[src/include/grlc_pkg.sv]
// Constants, types and pin bundles for the IEEE-488 remote/local/clear block
package grlc_pkg;

	// Register byte offsets
	localparam logic [7:0] OFS_CTRL = 8'h00;
	localparam logic [7:0] OFS_STAT = 8'h04;
	localparam logic [7:0] OFS_STB  = 8'h08;
	localparam logic [7:0] OFS_COND = 8'h0C;
	localparam logic [7:0] OFS_TX   = 8'h10;
	localparam logic [7:0] OFS_RX   = 8'h14;

	// Control register fields and reset value
	localparam int         CTRL_ADDR_LSB = 0;
	localparam int         CTRL_LOCK_BIT = 5;
	localparam logic [5:0] CTRL_RST      = 6'h16;

	// Status register field positions
	localparam int STAT_REMOTE = 0;
	localparam int STAT_LLO    = 1;
	localparam int STAT_LISTEN = 2;
	localparam int STAT_TALK   = 3;
	localparam int STAT_SPE    = 4;
	localparam int STAT_TRIGEN = 5;
	localparam int STAT_TXV    = 6;
	localparam int STAT_RXV    = 7;

	// Data register fields
	localparam int TX_EOI_BIT = 8;
	localparam int RX_VAL_BIT = 8;
	localparam int RX_EOI_BIT = 9;

	// Status byte bits with persisting conditions
	localparam int         STB_READY = 4;
	localparam int         STB_ERR   = 5;
	localparam int         STB_RQS   = 6;
	localparam logic [7:0] STB_RST   = 8'h00;
	localparam logic [2:0] COND_RST  = 3'h0;

	// Interface messages, seven bits, sent with attention true
	localparam logic [6:0] CMD_GTL = 7'h01;
	localparam logic [6:0] CMD_SDC = 7'h04;
	localparam logic [6:0] CMD_GET = 7'h08;
	localparam logic [6:0] CMD_LLO = 7'h11;
	localparam logic [6:0] CMD_DCL = 7'h14;
	localparam logic [6:0] CMD_SPE = 7'h18;
	localparam logic [6:0] CMD_SPD = 7'h19;
	localparam logic [6:0] CMD_UNL = 7'h3F;
	localparam logic [6:0] CMD_UNT = 7'h5F;
	localparam logic [1:0] GRP_LISTEN = 2'h1;
	localparam logic [1:0] GRP_TALK   = 2'h2;

	// Data settling time before the data-valid strobe
	localparam int CLK_NS      = 10;
	localparam int T_SETTLE_NS = 2000;
	localparam int SETTLE_CYC  = (T_SETTLE_NS + CLK_NS - 1) / CLK_NS;

	localparam logic [1:0] RESP_OKAY   = 2'h0;
	localparam logic [1:0] RESP_SLVERR = 2'h2;

	// Bus lines as seen at the pins, all active low
	typedef struct packed {
		logic [7:0] dio_n;
		logic       dav_n;
		logic       nrfd_n;
		logic       ndac_n;
		logic       atn_n;
		logic       ifc_n;
		logic       ren_n;
		logic       eoi_n;
	} grlc_pin_in_t;

	// Drive side; open-drain lines pull low while their enable is high
	typedef struct packed {
		logic [7:0] dio_n_out;
		logic       dio_oe;
		logic       dav_n_out;
		logic       dav_oe;
		logic       eoi_n_out;
		logic       eoi_oe;
		logic       nrfd_n_out;
		logic       nrfd_oe;
		logic       ndac_n_out;
		logic       ndac_oe;
		logic       srq_n_out;
		logic       srq_oe;
	} grlc_pin_out_t;

	typedef enum logic [1:0] {AH_IDLE, AH_RDY, AH_ACC} grlc_ah_t;
	typedef enum logic [1:0] {SH_IDLE, SH_SETTLE, SH_DAV} grlc_sh_t;

endpackage

[src/core/grlc_core.sv]
// IEEE-488 instrument interface: handshakes, clear, remote/local, lockout
// What this block does
// - Full source and acceptor handshakes move multiline bytes reliably.
// - Talker sends data and answers a serial poll with the status byte.
// - Listener accepts bytes from the bus while addressed to listen.
// - Service request is raised at any time, independent of transfers.
// - Device trigger message requests one measurement trigger.
// - Device clear returns the instrument to its cleared initial state.
// - Interface clear resets the bus interface state.
// - Both universal and addressed (selected) clear are honoured.
// - Clear flushes output and input buffers and aborts running programs.
// - Clear empties status byte; bits 4-6 stay while their condition holds.
// - Clear blanks display, disables triggering until next device command.
// - Addressed go-to-local leaves remote; keyboard enabled unless locked.
// - After go-to-local, a device command or listen address restores remote.
// - Under lockout, go-to-local frees the keyboard only until next remote.
// - Remote-enable false returns local control and clears lockout.
// - Lockout keeps a local device local; a remote one loses its keys.
// - Lockout is cleared only by remote-enable false or reset.
// - Keyboard returns once the device is local and keyboard lock is gone; lockout does not hold it.
// - Remote state entered on own listen address with remote-enable true.
// - Poll byte weights: 16 ready, 32 error, 64 service requested.
`timescale 1ns/1ps
module grlc_core
	import grlc_pkg::*;
#(
	parameter int AXI_AW = 8
) (
	input  wire logic                aclk,
	input  wire logic                aresetn,
	input  wire logic [AXI_AW-1:0]   s_axi_awaddr,
	input  wire logic                s_axi_awvalid,
	output logic                     s_axi_awready,
	input  wire logic [31:0]         s_axi_wdata,
	input  wire logic [3:0]          s_axi_wstrb,
	input  wire logic                s_axi_wvalid,
	output logic                     s_axi_wready,
	output logic [1:0]               s_axi_bresp,
	output logic                     s_axi_bvalid,
	input  wire logic                s_axi_bready,
	input  wire logic [AXI_AW-1:0]   s_axi_araddr,
	input  wire logic                s_axi_arvalid,
	output logic                     s_axi_arready,
	output logic [31:0]              s_axi_rdata,
	output logic [1:0]               s_axi_rresp,
	output logic                     s_axi_rvalid,
	input  wire logic                s_axi_rready,
	input  wire grlc_pin_in_t        bus_i,
	output grlc_pin_out_t            bus_o,
	output logic                     clear_pulse,
	output logic                     trig_pulse,
	output logic                     remote,
	output logic                     kbd_en,
	output logic                     local_key_en
);

	// Address decode needs the full low byte
	if (AXI_AW < 8) begin : gen_aw_check
		$error("AXI_AW must be at least 8");
	end

	function automatic logic fn_addr_hit(input logic [6:0] b, input logic [1:0] g,
		input logic [4:0] a);
		fn_addr_hit = (b[6:5] == g) && (b[4:0] == a);
	endfunction

	function automatic logic fn_is(input logic [7:0] a, input logic [7:0] ofs);
		fn_is = (a == ofs);
	endfunction

	// Pin synchroniser; only stage two is read
	grlc_pin_in_t sync1_r;
	grlc_pin_in_t sync2_r;
	always_ff @(posedge aclk) begin
		sync1_r <= bus_i;
		sync2_r <= sync1_r;
	end

	wire logic       atn_s  = !sync2_r.atn_n;
	wire logic       dav_s  = !sync2_r.dav_n;
	wire logic       ren_s  = !sync2_r.ren_n;
	wire logic       ifc_s  = !sync2_r.ifc_n;
	wire logic       nrfd_hi = sync2_r.nrfd_n;
	wire logic       ndac_hi = sync2_r.ndac_n;
	wire logic [7:0] dio_s  = ~sync2_r.dio_n;

	// Registers
	logic [5:0]  ctrl_r;
	logic [7:0]  stb_r;
	logic [2:0]  cond_r;
	logic [8:0]  tx_r;
	logic        tx_valid_r;
	logic [9:0]  rx_r;
	logic        rx_valid_r;
	logic        remote_r;
	logic        llo_r;
	logic        listen_r;
	logic        talk_r;
	logic        spe_r;
	logic        trig_en_r;
	logic        ifc_d_r;
	logic        clear_pulse_r;
	logic        trig_pulse_r;
	grlc_ah_t    ah_r;
	grlc_sh_t    sh_r;
	logic [15:0] settle_r;
	logic [7:0]  dio_out_r;
	logic        eoi_out_r;
	logic        sh_poll_r;
	logic        acc_pulse_r;
	logic [7:0]  acc_byte_r;
	logic        acc_atn_r;
	logic        acc_eoi_r;

	wire logic [4:0] my_addr  = ctrl_r[CTRL_ADDR_LSB +: 5];
	wire logic       kbd_lock = ctrl_r[CTRL_LOCK_BIT];

	// Acceptor handshake
	wire logic ah_active = atn_s || listen_r;
	wire logic ah_ready  = atn_s || !rx_valid_r;
	wire logic ah_take   = (ah_r == AH_RDY) && ah_ready && dav_s;

	always_ff @(posedge aclk) begin
		if (!aresetn || ifc_s) begin
			ah_r <= AH_IDLE;
		end else begin
			unique case (ah_r)
				AH_IDLE: if (ah_active) ah_r <= AH_RDY;
				AH_RDY: begin
					if (!ah_active) ah_r <= AH_IDLE;
					else if (ah_take) ah_r <= AH_ACC;
				end
				AH_ACC: if (!dav_s) ah_r <= AH_RDY;
			endcase
		end
	end

	// One-cycle message pulse with its byte
	always_ff @(posedge aclk) begin
		if (!aresetn) begin
			acc_pulse_r <= 1'b0;
			acc_byte_r  <= 8'h00;
			acc_atn_r   <= 1'b0;
			acc_eoi_r   <= 1'b0;
		end else begin
			acc_pulse_r <= ah_take && !ifc_s;
			if (ah_take) begin
				acc_byte_r <= dio_s;
				acc_atn_r  <= atn_s;
				acc_eoi_r  <= !sync2_r.eoi_n;
			end
		end
	end

	// Message decode
	wire logic [6:0] cb      = acc_byte_r[6:0];
	wire logic       cmd_ok  = acc_pulse_r && acc_atn_r;
	wire logic       dat_ok  = acc_pulse_r && !acc_atn_r && listen_r;
	wire logic       hit_mla = cmd_ok && fn_addr_hit(cb, GRP_LISTEN, my_addr);
	wire logic       hit_mta = cmd_ok && fn_addr_hit(cb, GRP_TALK, my_addr);
	wire logic       hit_ota = cmd_ok && (cb[6:5] == GRP_TALK) && !hit_mta;
	wire logic       hit_unl = cmd_ok && (cb == CMD_UNL);
	wire logic       hit_gtl = cmd_ok && (cb == CMD_GTL) && listen_r;
	wire logic       hit_get = cmd_ok && (cb == CMD_GET) && listen_r;
	wire logic       hit_llo = cmd_ok && (cb == CMD_LLO);
	wire logic       hit_spe = cmd_ok && (cb == CMD_SPE);
	wire logic       hit_spd = cmd_ok && (cb == CMD_SPD);
	wire logic       hit_sdc = cmd_ok && (cb == CMD_SDC) && listen_r;
	wire logic       hit_dcl = cmd_ok && (cb == CMD_DCL);
	wire logic       clr_req = hit_dcl || hit_sdc;
	wire logic       ifc_pulse = ifc_s && !ifc_d_r;

	// Addressing and poll state; interface clear drops it
	always_ff @(posedge aclk) begin
		if (!aresetn) begin
			ifc_d_r  <= 1'b0;
			listen_r <= 1'b0;
			talk_r   <= 1'b0;
			spe_r    <= 1'b0;
		end else begin
			ifc_d_r <= ifc_s;
			if (ifc_s) begin
				listen_r <= 1'b0;
				talk_r   <= 1'b0;
				spe_r    <= 1'b0;
			end else begin
				if (hit_mla) listen_r <= 1'b1;
				else if (hit_unl) listen_r <= 1'b0;
				if (hit_mta) talk_r <= 1'b1;
				else if (hit_ota || (cmd_ok && cb == CMD_UNT)) talk_r <= 1'b0;
				if (hit_spe) spe_r <= 1'b1;
				else if (hit_spd) spe_r <= 1'b0;
			end
		end
	end

	// Remote, lockout, trigger enable
	always_ff @(posedge aclk) begin
		if (!aresetn) begin
			remote_r  <= 1'b0;
			llo_r     <= 1'b0;
			trig_en_r <= 1'b1;
		end else begin
			if (!ren_s) begin
				remote_r <= 1'b0;
				llo_r    <= 1'b0;
			end else begin
				if (hit_gtl) remote_r <= 1'b0;
				else if (hit_mla || dat_ok) remote_r <= 1'b1;
				if (hit_llo) llo_r <= 1'b1;
			end
			if (clr_req) trig_en_r <= 1'b0;
			else if (dat_ok) trig_en_r <= 1'b1;
		end
	end

	// Remote state or the keyboard lock bit locks the keys, lockout does not, so lockout plus go-to-local frees them
	assign remote       = remote_r;
	assign kbd_en       = !remote_r && !kbd_lock;
	assign local_key_en = !llo_r && !kbd_lock && remote_r;

	// Source handshake
	wire logic sh_active = talk_r && !atn_s;
	wire logic sh_go     = sh_active && (spe_r || tx_valid_r);
	wire logic sh_done   = (sh_r == SH_DAV) && ndac_hi && sh_active;

	always_ff @(posedge aclk) begin
		if (!aresetn || ifc_s) begin
			sh_r      <= SH_IDLE;
			settle_r  <= 16'h0000;
			dio_out_r <= 8'h00;
			eoi_out_r <= 1'b0;
			sh_poll_r <= 1'b0;
		end else begin
			unique case (sh_r)
				SH_IDLE: if (sh_go) begin
					sh_r      <= SH_SETTLE;
					settle_r  <= 16'h0000;
					sh_poll_r <= spe_r;
					dio_out_r <= spe_r ? stb_r : tx_r[7:0];
					eoi_out_r <= !spe_r && tx_r[TX_EOI_BIT];
				end
				SH_SETTLE: begin
					if (!sh_active) sh_r <= SH_IDLE;
					else if (settle_r >= 16'(SETTLE_CYC) && nrfd_hi) sh_r <= SH_DAV;
					else if (settle_r < 16'(SETTLE_CYC)) settle_r <= settle_r + 16'h0001;
				end
				SH_DAV: if (!sh_active || ndac_hi) sh_r <= SH_IDLE;
			endcase
		end
	end

	wire logic talk_drv = sh_active && (sh_r != SH_IDLE);

	assign bus_o.dio_n_out  = ~dio_out_r;
	assign bus_o.dio_oe     = talk_drv;
	assign bus_o.dav_n_out  = 1'b0;
	assign bus_o.dav_oe     = sh_active && (sh_r == SH_DAV);
	assign bus_o.eoi_n_out  = 1'b0;
	assign bus_o.eoi_oe     = talk_drv && eoi_out_r;
	assign bus_o.nrfd_n_out = 1'b0;
	assign bus_o.nrfd_oe    = (ah_r == AH_ACC) || ((ah_r == AH_RDY) && !ah_ready);
	assign bus_o.ndac_n_out = 1'b0;
	assign bus_o.ndac_oe    = (ah_r == AH_RDY);
	assign bus_o.srq_n_out  = 1'b0;
	assign bus_o.srq_oe     = stb_r[STB_RQS];

	// AXI4-Lite slave
	logic              aw_hold_r;
	logic              w_hold_r;
	logic [AXI_AW-1:0] awaddr_r;
	logic [31:0]       wdata_r;
	logic              bvalid_r;
	logic [1:0]        bresp_r;
	logic              rvalid_r;
	logic [31:0]       rdata_r;
	logic [1:0]        rresp_r;

	assign s_axi_awready = !aw_hold_r && !bvalid_r;
	assign s_axi_wready  = !w_hold_r && !bvalid_r;
	assign s_axi_arready = !rvalid_r;
	assign s_axi_bvalid  = bvalid_r;
	assign s_axi_bresp   = bresp_r;
	assign s_axi_rvalid  = rvalid_r;
	assign s_axi_rdata   = rdata_r;
	assign s_axi_rresp   = rresp_r;

	wire logic              aw_hs  = s_axi_awvalid && s_axi_awready;
	wire logic              w_hs   = s_axi_wvalid && s_axi_wready;
	wire logic              ar_hs  = s_axi_arvalid && s_axi_arready;
	wire logic              wr_go  = (aw_hold_r || aw_hs) && (w_hold_r || w_hs);
	wire logic [AXI_AW-1:0] wa     = aw_hold_r ? awaddr_r : s_axi_awaddr;
	wire logic [31:0]       wd     = w_hold_r ? wdata_r : s_axi_wdata;
	wire logic [7:0]        wa8    = wa[7:0];
	wire logic [7:0]        ra8    = s_axi_araddr[7:0];
	wire logic              wa_hi  = (wa >> 8) != '0;
	wire logic              ra_hi  = (s_axi_araddr >> 8) != '0;
	wire logic              wr_lo  = wr_go && s_axi_wstrb[0] && !wa_hi;
	wire logic              wr_ctl = wr_lo && fn_is(wa8, OFS_CTRL);
	wire logic              wr_stb = wr_lo && fn_is(wa8, OFS_STB);
	wire logic              wr_cnd = wr_lo && fn_is(wa8, OFS_COND);
	wire logic              wr_tx  = wr_go && (&s_axi_wstrb[1:0]) && !wa_hi && fn_is(wa8, OFS_TX);
	wire logic              wr_map = !wa_hi && (fn_is(wa8, OFS_CTRL) || fn_is(wa8, OFS_STB)
		|| fn_is(wa8, OFS_COND) || fn_is(wa8, OFS_TX) || fn_is(wa8, OFS_STAT)
		|| fn_is(wa8, OFS_RX));
	wire logic              rd_rx  = ar_hs && !ra_hi && fn_is(ra8, OFS_RX);

	wire logic [31:0] stat_w = {24'h000000, rx_valid_r, tx_valid_r, trig_en_r, spe_r,
		talk_r, listen_r, llo_r, remote_r};
	wire logic        rd_map = !ra_hi && (fn_is(ra8, OFS_CTRL) || fn_is(ra8, OFS_STAT)
		|| fn_is(ra8, OFS_STB) || fn_is(ra8, OFS_COND) || fn_is(ra8, OFS_TX)
		|| fn_is(ra8, OFS_RX));
	wire logic [31:0] rd_mux =
		ra_hi ? 32'h00000000 :
		fn_is(ra8, OFS_CTRL) ? {26'h0000000, ctrl_r} :
		fn_is(ra8, OFS_STAT) ? stat_w :
		fn_is(ra8, OFS_STB)  ? {24'h000000, stb_r} :
		fn_is(ra8, OFS_COND) ? {29'h00000000, cond_r} :
		fn_is(ra8, OFS_RX)   ? {22'h000000, rx_r[RX_EOI_BIT], rx_valid_r, rx_r[7:0]} :
		32'h00000000;

	always_ff @(posedge aclk) begin
		if (!aresetn) begin
			aw_hold_r <= 1'b0;
			w_hold_r  <= 1'b0;
			awaddr_r  <= '0;
			wdata_r   <= 32'h00000000;
			bvalid_r  <= 1'b0;
			bresp_r   <= RESP_OKAY;
		end else begin
			if (wr_go) begin
				aw_hold_r <= 1'b0;
				w_hold_r  <= 1'b0;
				bvalid_r  <= 1'b1;
				bresp_r   <= wr_map ? RESP_OKAY : RESP_SLVERR;
			end else begin
				if (aw_hs) aw_hold_r <= 1'b1;
				if (w_hs) w_hold_r <= 1'b1;
				if (bvalid_r && s_axi_bready) bvalid_r <= 1'b0;
			end
			if (aw_hs) awaddr_r <= s_axi_awaddr;
			if (w_hs) wdata_r <= s_axi_wdata;
		end
	end

	always_ff @(posedge aclk) begin
		if (!aresetn) begin
			rvalid_r <= 1'b0;
			rdata_r  <= 32'h00000000;
			rresp_r  <= RESP_OKAY;
		end else if (ar_hs) begin
			rvalid_r <= 1'b1;
			rdata_r  <= rd_mux;
			rresp_r  <= rd_map ? RESP_OKAY : RESP_SLVERR;
		end else if (s_axi_rready) begin
			rvalid_r <= 1'b0;
		end
	end

	// Status byte: clear keeps only bits whose condition persists
	wire logic [7:0] stb_keep = {1'b0, cond_r, 4'h0};

	always_ff @(posedge aclk) begin
		if (!aresetn) begin
			ctrl_r <= CTRL_RST;
			cond_r <= COND_RST;
			stb_r  <= STB_RST;
		end else begin
			if (wr_ctl) ctrl_r <= wd[5:0];
			if (wr_cnd) cond_r <= wd[2:0];
			if (clr_req) stb_r <= stb_r & stb_keep;
			else if (wr_stb) stb_r <= wd[7:0];
			else if (sh_done && sh_poll_r && !cond_r[STB_RQS-4])
				stb_r[STB_RQS] <= 1'b0;
		end
	end

	// Buffers; a clear flushes both and wins over a same-cycle write
	always_ff @(posedge aclk) begin
		if (!aresetn) begin
			tx_r       <= 9'h000;
			tx_valid_r <= 1'b0;
			rx_r       <= 10'h000;
			rx_valid_r <= 1'b0;
		end else begin
			if (clr_req) tx_valid_r <= 1'b0;
			else if (wr_tx) tx_valid_r <= 1'b1;
			else if (sh_done && !sh_poll_r) tx_valid_r <= 1'b0;
			if (wr_tx) tx_r <= wd[8:0];
			if (clr_req) rx_valid_r <= 1'b0;
			else if (dat_ok) rx_valid_r <= 1'b1;
			else if (rd_rx) rx_valid_r <= 1'b0;
			if (dat_ok) rx_r <= {acc_eoi_r, 1'b0, acc_byte_r};
		end
	end

	// Clear pulse drives flush, program abort and display blank downstream
	always_ff @(posedge aclk) begin
		if (!aresetn) begin
			clear_pulse_r <= 1'b0;
			trig_pulse_r  <= 1'b0;
		end else begin
			clear_pulse_r <= clr_req;
			trig_pulse_r  <= hit_get && trig_en_r;
		end
	end

	assign clear_pulse = clear_pulse_r;
	assign trig_pulse  = trig_pulse_r;

	a_ren_drop_local: assert property (@(posedge aclk) disable iff (!aresetn)
		!ren_s |=> !remote_r && !llo_r) else $error("remote kept with ren false");
	a_llo_sticky: assert property (@(posedge aclk) disable iff (!aresetn)
		llo_r && ren_s |=> llo_r) else $error("lockout dropped");
	a_mla_remote: assert property (@(posedge aclk) disable iff (!aresetn)
		hit_mla && ren_s |=> remote_r) else $error("listen address no remote");
	a_gtl_local: assert property (@(posedge aclk) disable iff (!aresetn)
		hit_gtl |=> !remote_r && (kbd_en == !kbd_lock)) else $error("gtl failed");
	a_clear_flush: assert property (@(posedge aclk) disable iff (!aresetn)
		clr_req |=> !rx_valid_r && !tx_valid_r && !trig_en_r && clear_pulse)
		else $error("clear did not flush");
	a_clear_stb: assert property (@(posedge aclk) disable iff (!aresetn)
		clr_req |=> stb_r == ($past(stb_r) & $past(stb_keep))) else $error("stb clear");
	a_ifc_reset: assert property (@(posedge aclk) disable iff (!aresetn)
		ifc_pulse |=> !listen_r && !talk_r && ah_r == AH_IDLE) else $error("ifc");
	a_dav_ready: assert property (@(posedge aclk) disable iff (!aresetn)
		$rose(bus_o.dav_oe) |-> $past(nrfd_hi) && $past(settle_r) >= 16'(SETTLE_CYC))
		else $error("dav before ready");
	a_get_trig: assert property (@(posedge aclk) disable iff (!aresetn)
		hit_get && trig_en_r |=> trig_pulse ##1 !trig_pulse) else $error("get");
	a_kbd_remote: assert property (@(posedge aclk) disable iff (!aresetn)
		llo_r && ren_s && (hit_mla || dat_ok) |=> !kbd_en && !local_key_en)
		else $error("keys live after remote command");
	a_acc_pulse: assert property (@(posedge aclk) disable iff (!aresetn)
		acc_pulse_r |=> !acc_pulse_r) else $error("pulse too long");

	c_poll: cover property (@(posedge aclk) disable iff (!aresetn) sh_done && sh_poll_r);
	c_clear: cover property (@(posedge aclk) disable iff (!aresetn) hit_dcl ##[1:200] hit_sdc);
	c_llo_gtl: cover property (@(posedge aclk) disable iff (!aresetn)
		llo_r && hit_gtl ##[1:200] dat_ok);
	c_data: cover property (@(posedge aclk) disable iff (!aresetn) sh_done && !sh_poll_r);

endmodule

[config.mk]
export PLATFORM = sky130hd
export DESIGN_NAME = grlc_core
export DESIGN_NICKNAME = d
export VERILOG_FILES = /design/src/include/grlc_pkg.sv /design/src/core/grlc_core.sv
export SDC_FILE = /design/constraint.sdc
export NUM_CORES = 1
export LEC_CHECK = 0
export BUFFER_PORTS_ARGS = -buffer_cell sky130_fd_sc_hd__buf_2
export CORE_ASPECT_RATIO = 2
export CORE_MARGIN = 5
export CORE_UTILIZATION = 54
export DETAILED_ROUTE_END_ITERATION = 10
export HOLD_SLACK_MARGIN = 0.06
export PLACE_DENSITY = 0.92
export RECOVER_POWER = 25
export SLEW_MARGIN = 20
export SYNTH_ARGS = -nofsm -noshare
export SYNTH_HDL_FRONTEND = slang
export SYNTH_SLANG_ARGS = --single-unit
[constraint.sdc]
create_clock -name aclk -period 2.2 [get_ports aclk]
set_input_delay 0.33 -clock aclk [delete_from_list [all_inputs] [get_ports aclk]]
set_output_delay 0.33 -clock aclk [all_outputs]
set_load 0.01 [all_outputs]
* Word level (Yosys, flattened, before mapping)
Cells that the tools add are included.
Word-level totals: register bits 173, word-level logic and storage cells 261
Cells by class: add/subtract/negate cells 1, order comparisons 2, equal/unequal tests 35, muxes and demuxes 46, bitwise operators 4, reduce and logical (&&, ||, !) cells 122
Operators with widths (count):
- two-way mux 16 bit | 4
- logical AND 1 bit | 55
- two-way mux 10 bit | 5
- equality test 8 x 4 -> 1 bit (second input constant) | 4
- equality test 8 x 5 -> 1 bit (second input constant) | 4
- case mux 16 bit (2 select lines) | 1
- equality test 7 x 5 -> 1 bit (second input constant) | 4
- two-way mux 8 bit | 3
- nonzero test 2 bit | 11
- logical OR 1 bit | 21
- logical NOT 1 bit | 20
- two-way mux 2 bit | 10
- two-way mux 1 bit | 19
- adder 16 x 1 -> 16 bit (second input constant) | 1
- equality test 8 x 3 -> 1 bit (second input constant) | 2
- greater-or-equal comparator 16 x 8 -> 1 bit (second input constant) | 1
- logical NOT 8 bit | 2
- < comparator 16 x 8 -> 1 bit (second input constant) | 1
- inverter 8 bit | 2
- != test 2 bit (second input constant) | 6
- case mux 2 bit (3 select lines) | 2
- two-way mux 9 bit | 1
- bitwise AND 8 x 7 -> 8 bit | 1
- equality test 7 x 1 -> 1 bit (second input constant) | 1
- other kinds (19) | 29

* Logic depth before layout (Yosys ltp)
depth after elaboration 9, depth in mapped cells 7, gate-level depth less buffers 7

* Worst setup path before layout
OpenSTA, ideal clock, no wires.
path type reg2reg, start reg acc_byte_r[0], end reg stb_r[4], library setup time 132 ps, arrival 1853 ps, data required time 2068 ps, setup slack 214 ps, cell stages (with the launch flop) 8, buffers on the path 2, clock period less this slack 1986 ps, cell sequence dfxtp_1 -> buf_6 -> or4b_1 -> or4b_1 -> buf_2 -> and3_1 -> a32oi_1 -> a21oi_1
Between the ends: word-level cells in the longest chain between the ends 5
RTL lines:
- start, declared | line grlc_core.sv:111 | logic [7:0] acc_byte_r;
- start signal, assigned | line grlc_core.sv:148 | acc_byte_r <= dio_s;
- equality test 7 x 3 -> 1 bit | line grlc_core.sv:168 | wire logic hit_sdc = cmd_ok && (cb == CMD_SDC) && listen_r;
- logical AND 1 bit (2 in a row) | line grlc_core.sv:168
- logical OR 1 bit * | line grlc_core.sv:170 | wire logic clr_req = hit_dcl || hit_sdc;
- two-way mux 8 bit / nonzero test 2 bit (equally long branches)
- end signal, assigned | line grlc_core.sv:371 | if (clr_req) stb_r <= stb_r & stb_keep;
- end signal, assigned | line grlc_core.sv:372 | else if (wr_stb) stb_r <= wd[7:0];
- end, declared | line grlc_core.sv:89 | logic [7:0] stb_r;
Mark *: on every way between the ends. The rest lies on a longest branch, timed or not. A chain may end at the register's enable or synchronous reset.

* Worst setup path in the final report
start reg aw_hold_r, end reg tx_r[6]
Between the ends: word-level cells in the longest chain between the ends 7
RTL lines:
- start, declared | line grlc_core.sv:269 | logic aw_hold_r;
- start signal, assigned | line grlc_core.sv:324 | aw_hold_r <= 1'b0;
- start signal, assigned | line grlc_core.sv:332 | aw_hold_r <= 1'b0;
- start signal, assigned | line grlc_core.sv:337 | if (aw_hs) aw_hold_r <= 1'b1;
- logical NOT 1 bit | line grlc_core.sv:279 | assign s_axi_awready = !aw_hold_r && !bvalid_r;
- logical AND 1 bit | line grlc_core.sv:279
- logical AND 1 bit | line grlc_core.sv:288 | wire logic aw_hs = s_axi_awvalid && s_axi_awready;
- logical OR 1 bit | line grlc_core.sv:291 | wire logic wr_go = (aw_hold_r || aw_hs) && (w_hold_r || w_hs);
- logical AND 1 bit | line grlc_core.sv:291
- logical AND 1 bit | line grlc_core.sv:302 | wire logic wr_tx = wr_go && (&s_axi_wstrb[1:0]) && !wa_hi && fn_is(wa8, OFS_TX);
- logical AND 1 bit * | line grlc_core.sv:302
- end signal, assigned | line grlc_core.sv:389 | if (wr_tx) tx_r <= wd[8:0];
- end, declared | line grlc_core.sv:91 | logic [8:0] tx_r;
Marks and branches as above.

==> results <==
- The flow ran to the end, and the final reports show no timing, DRC or antenna violations.
- The number of antenna violations at the first check in global routing is 0.
- The share of synthesized flip-flops with an asynchronous set or reset is 0%.
- Setup violations remaining at the end of the flow were counted as 0.
- The H-tree was split into 4 levels.
- After legalization and detailed placement, the total HPWL measured 10800 µm.
- Buffers added to address setup during post-CTS repair amount to 0.
- The class of the most critical hold timing path is in2reg.
- The aggregate global-route resource usage is 22.3%.
- The terminating pin of the worst hold path is s_axi_rvalid.
- Ranked by total cell area, the synthesized netlist is headed by dfxtp_1 48%, mux2i_1 6.5%, nor2_1 5.5%, nand2_1 4.0%, buf_4 3.8%.
- The areal power density over the cells is 854 nW/µm².
- The number of pins exceeding their max-slew limit in the final report is 0.
- The number of different library cells used by synthesis comes to 51.
- The worst hold path begins at s_axi_rready.
- The residual overflow from global routing is 0.
- At the worst endpoint, the arrival time is 2.38 ns.
- Row generation in the floorplan step produced 55 rows.
- The count of flip-flops with a built-in enable after synthesis is 0.
- The number of vias per cell is 5.54.
- After synthesis the netlist holds a flip-flop and latch count of 149.
- Static timing analysis puts the maximum clock frequency at 480 MHz.
- The largest total area in the synthesized netlist belongs to dfxtp_1.
- The cell with the most instances after synthesis is dfxtp_1.
- The layout overhead on the synthesized area is 21.5%.
- The number of cells produced by synthesis is 686.
- The via count of the first global-routing pass is 5322.
- The placer's final routability congestion estimate is 0.965.
- Walking the worst path, the cells encountered are mux2i_1, nand4_1, nor3_1, buf_4, mux2i_1, nor2_1.
- The time the final worst path needs with I/O delays and setup is 2.08 ns.
- The relative slew slack is 60.9%.
- The sequential area share after synthesis is 48.5%.
- Across the VDD grid, the largest voltage drop is 0.669 mV.
- Counting instances, the worst hold path has a depth of 2.
- The floorplan step defined a core boundary enclosing 11200 µm².
- The final core utilization is 66.7%.
- The met2 wirelength from detailed routing is 8300 µm.
- From bottom edge to top edge, the die measures 161 µm.
- The number of diodes is 0.
- The number of antenna-violating nets in the routed design is 0.
- For this run, the number of Yosys warnings is 0.
- Among all stages on the critical path, the largest delay is contributed by dfxtp_1.
- The number of optimization iterations in the first detailed-route pass is 5.
- Setup total negative slack on the finished layout was measured at 0 ns.
- The count of cells in the finished layout, fillers not included, comes to 949.
- The required time at the endpoint of the critical path is 2.50 ns.
- Summed over all layers, the routed wires come to 15300 µm.
- In this run the cell area of the synthesized design comes to 6150 µm².
- After detailed routing, the number of remaining DRC violations is 0.
- For this block, the initial DRC count from the detailed router was 360.
- The total power after layout is 6.38 mW.
- The number of max-cap violations is 0.
- STA classifies the critical path endpoint as a flop.
- The worst setup slack before clock tree synthesis is 0.134 ns.
- The x dimension of the die is 85.5 µm.
- The effective utilization at floorplan is 54.8%.
- At the later pin of the worst-skew pair, clock insertion delay measures 0.42 ns.
- Tracing the worst setup path back leads to its startpoint at aw_hold_r.
- The fraction of layout cells with a size suffix above 1 is 18.1%.
- The critical path is of the reg2reg type.
- The number of endpoints with negative hold slack in the final report is 0.
- The via count is 5262.
- The cell that appears most often on the critical path is mux2i_1.
- The final worst setup slack is 0.115 ns.
- The leakage power is 2.94 nW.
- The endpoint of the lowest-slack register-to-register path is tx_r[6].
- For the pin with the worst max-slew slack, the measured transition is 0.581 ns.
- Summed over all nets, wire length on met3 after detailed routing comes to 792 µm.
- The area enclosed by the die boundary is 13800 µm².
- The maximum number of pins on one net before global-route repair is 30.
- Averaged over all synthesized cells, the footprint is 8.97 µm².
- The beginning of the worst register-to-register path is aw_hold_r.
- The delay of the slowest cell on the worst path is 0.62 ns.
- Setup repair after global routing left no endpoint under its margin.
- Ranked by instance count, the synthesized netlist is headed by 149 x dfxtp_1, 90 x nor2_1, 65 x nand2_1, 41 x a21oi_1, 40 x mux2i_1.
- The post-detailed-route wirelength per cell is 16.1 µm.
- Once the clock tree was built, the resizer swapped 0 gates to a different size.
- Counting the buffers created by CTS gives 17.
- Of the available clock period, the critical path in the final layout requires 94.8%.
- The number of input and output port buffers inserted is 84.
- The worst setup path is launched from a flop.
- Setup slack on the worst reg-to-reg path comes out at 0.12 ns.
- The first-pass GRT wire length is 24600 µm.
- The buffer levels on the longest clock path is 2.
- The routed metal-1 wirelength is 5520 µm.
- Along the worst path, the maximum fanout reaches 15.
- The number of top-level design ports is 139.
- The dominant register cell in the synthesized netlist is dfxtp_1.
- The worst reg-to-reg path cell count is 6.
- For the final database, setup skew stands at 0.0112 ns.
- After clock tree synthesis, the clock-pin slew on the worst setup and hold paths is 0.07 ns.
- CTS placed an instance of clkbuf_16 at the clock tree root.
- The placed instance count is 902.
- The share of the synthesized area in the top cell type is 48.5%.
- The topmost layer with routed signal wires is met4.
- The CTS tree is done.
- In this run, post-CTS hold repair placed 15 buffers.
- At the end of the flow, the number of nets in the layout was 873.
- The tree built by TritonCTS fans out to 149 sinks.
[report_power, final]
| part | internal, mW | switching [mW] | leakage, nW |
|---|---|---|---|
| sequential | 2.77 | 0.0451 | 1.22 |
| clock | 1.87 | 1.28 | 0.322 |
| combinational | 0.172 | 0.246 | 1.40 |
| total | 4.81 | 1.57 | 2.94 |
[final cells by class]
cell class | count | area [µm²]
Fill cell | 847 | 3740
Sequential cell | 149 | 2980
Clock buffer | 17 | 425
Multi-Input combinational cell | 473 | 2800
Inverter | 28 | 105
Clock inverter | 15 | 228
Timing Repair Buffer | 125 | 758
Tap cell | 142 | 178
[per-layer routing]
layer | GRT usage (%) | vias to the layer above
met5 | 0 | -
met4 | 12.3 | 0
met3 | 5.39 | 55
met2 | 41.0 | 200
met1 | 22.1 | 2468
li1 | - | 2539
[layout by cell type, fill, tap and decap left out, types with 9 or more instances in the layout]
cell / n
a211oi_1: 21
a21oi_1: 41
a22oi_1: 15
and3_1: 12
buf_2: 71
buf_4: 24
clkbuf_1: 14
clkbuf_16: 17
conb_1: 29
dfxtp_1: 149
dlygate4sd3_1: 15
inv_1: 27
mux2_2: 14
mux2i_1: 40
nand2_1: 65
nand3_1: 15
nor2_1: 90
nor3_1: 13
nor4_1: 9
o21ai_0: 20
xnor2_1: 9
[per-stage QoR]
stage | hold slack (ns) | area (µm²)
4_1_cts | 0.0783 | 7500
3_3_place_gp | 0.310 | 6690
3_5_place_dp | 0.312 | 6690
6_report | 0.0851 | 7480
5_1_grt | 0.0873 | 7480
2_1_floorplan | 0.310 | 6260
[sequential cells by signal, indices dropped and copies added (netlist names), 8 cells and up]
signal / flops
acc_byte_r: 8
awaddr_r: 8
dio_out_r: 8
rx_r: 9
s_axi_rdata: 10
settle_r: 16
stb_r: 8
sync1_r: 15
sync2_r: 13
tx_r: 9
wdata_r: 9
[worst max path at each step]
stage / endpoint / depth (start not counted) / slack, ns
2_1_floorplan: stb_r[4] / 7 / 0.21
3_3_place_gp: cond_r[0] / 6 / 0.17
3_5_place_dp: cond_r[1] / 6 / 0.13
4_1_cts: tx_r[6] / 6 / 0.14
5_1_grt: tx_r[6] / 6 / 0.01
6_report: tx_r[6] / 6 / 0.12
[cells by family (layout without fill, tap and decap cells)]
family          Yosys count  in the layout  share of synthesized area, %
compound gates          120            120                          12.3
fa+ha+maj                 5              5                          1.02
other cells               1             29                        0.0610
mux                      54             54                          9.07
flops                   149            149                          48.5
xor+xnor                 11             11                          1.57
buf+inv                  92            185                          7.71
simple gates            254            254                          19.7
[worst max-delay path: cells and delay by family (launching register included)]
family,cells,cell delay [ns]
muxes,2,0.61
DFF,1,0.62
and+or+nand+nor,3,0.48
buffers and inverters,1,0.25
Note: power is estimated with default switching activity, not from simulation.
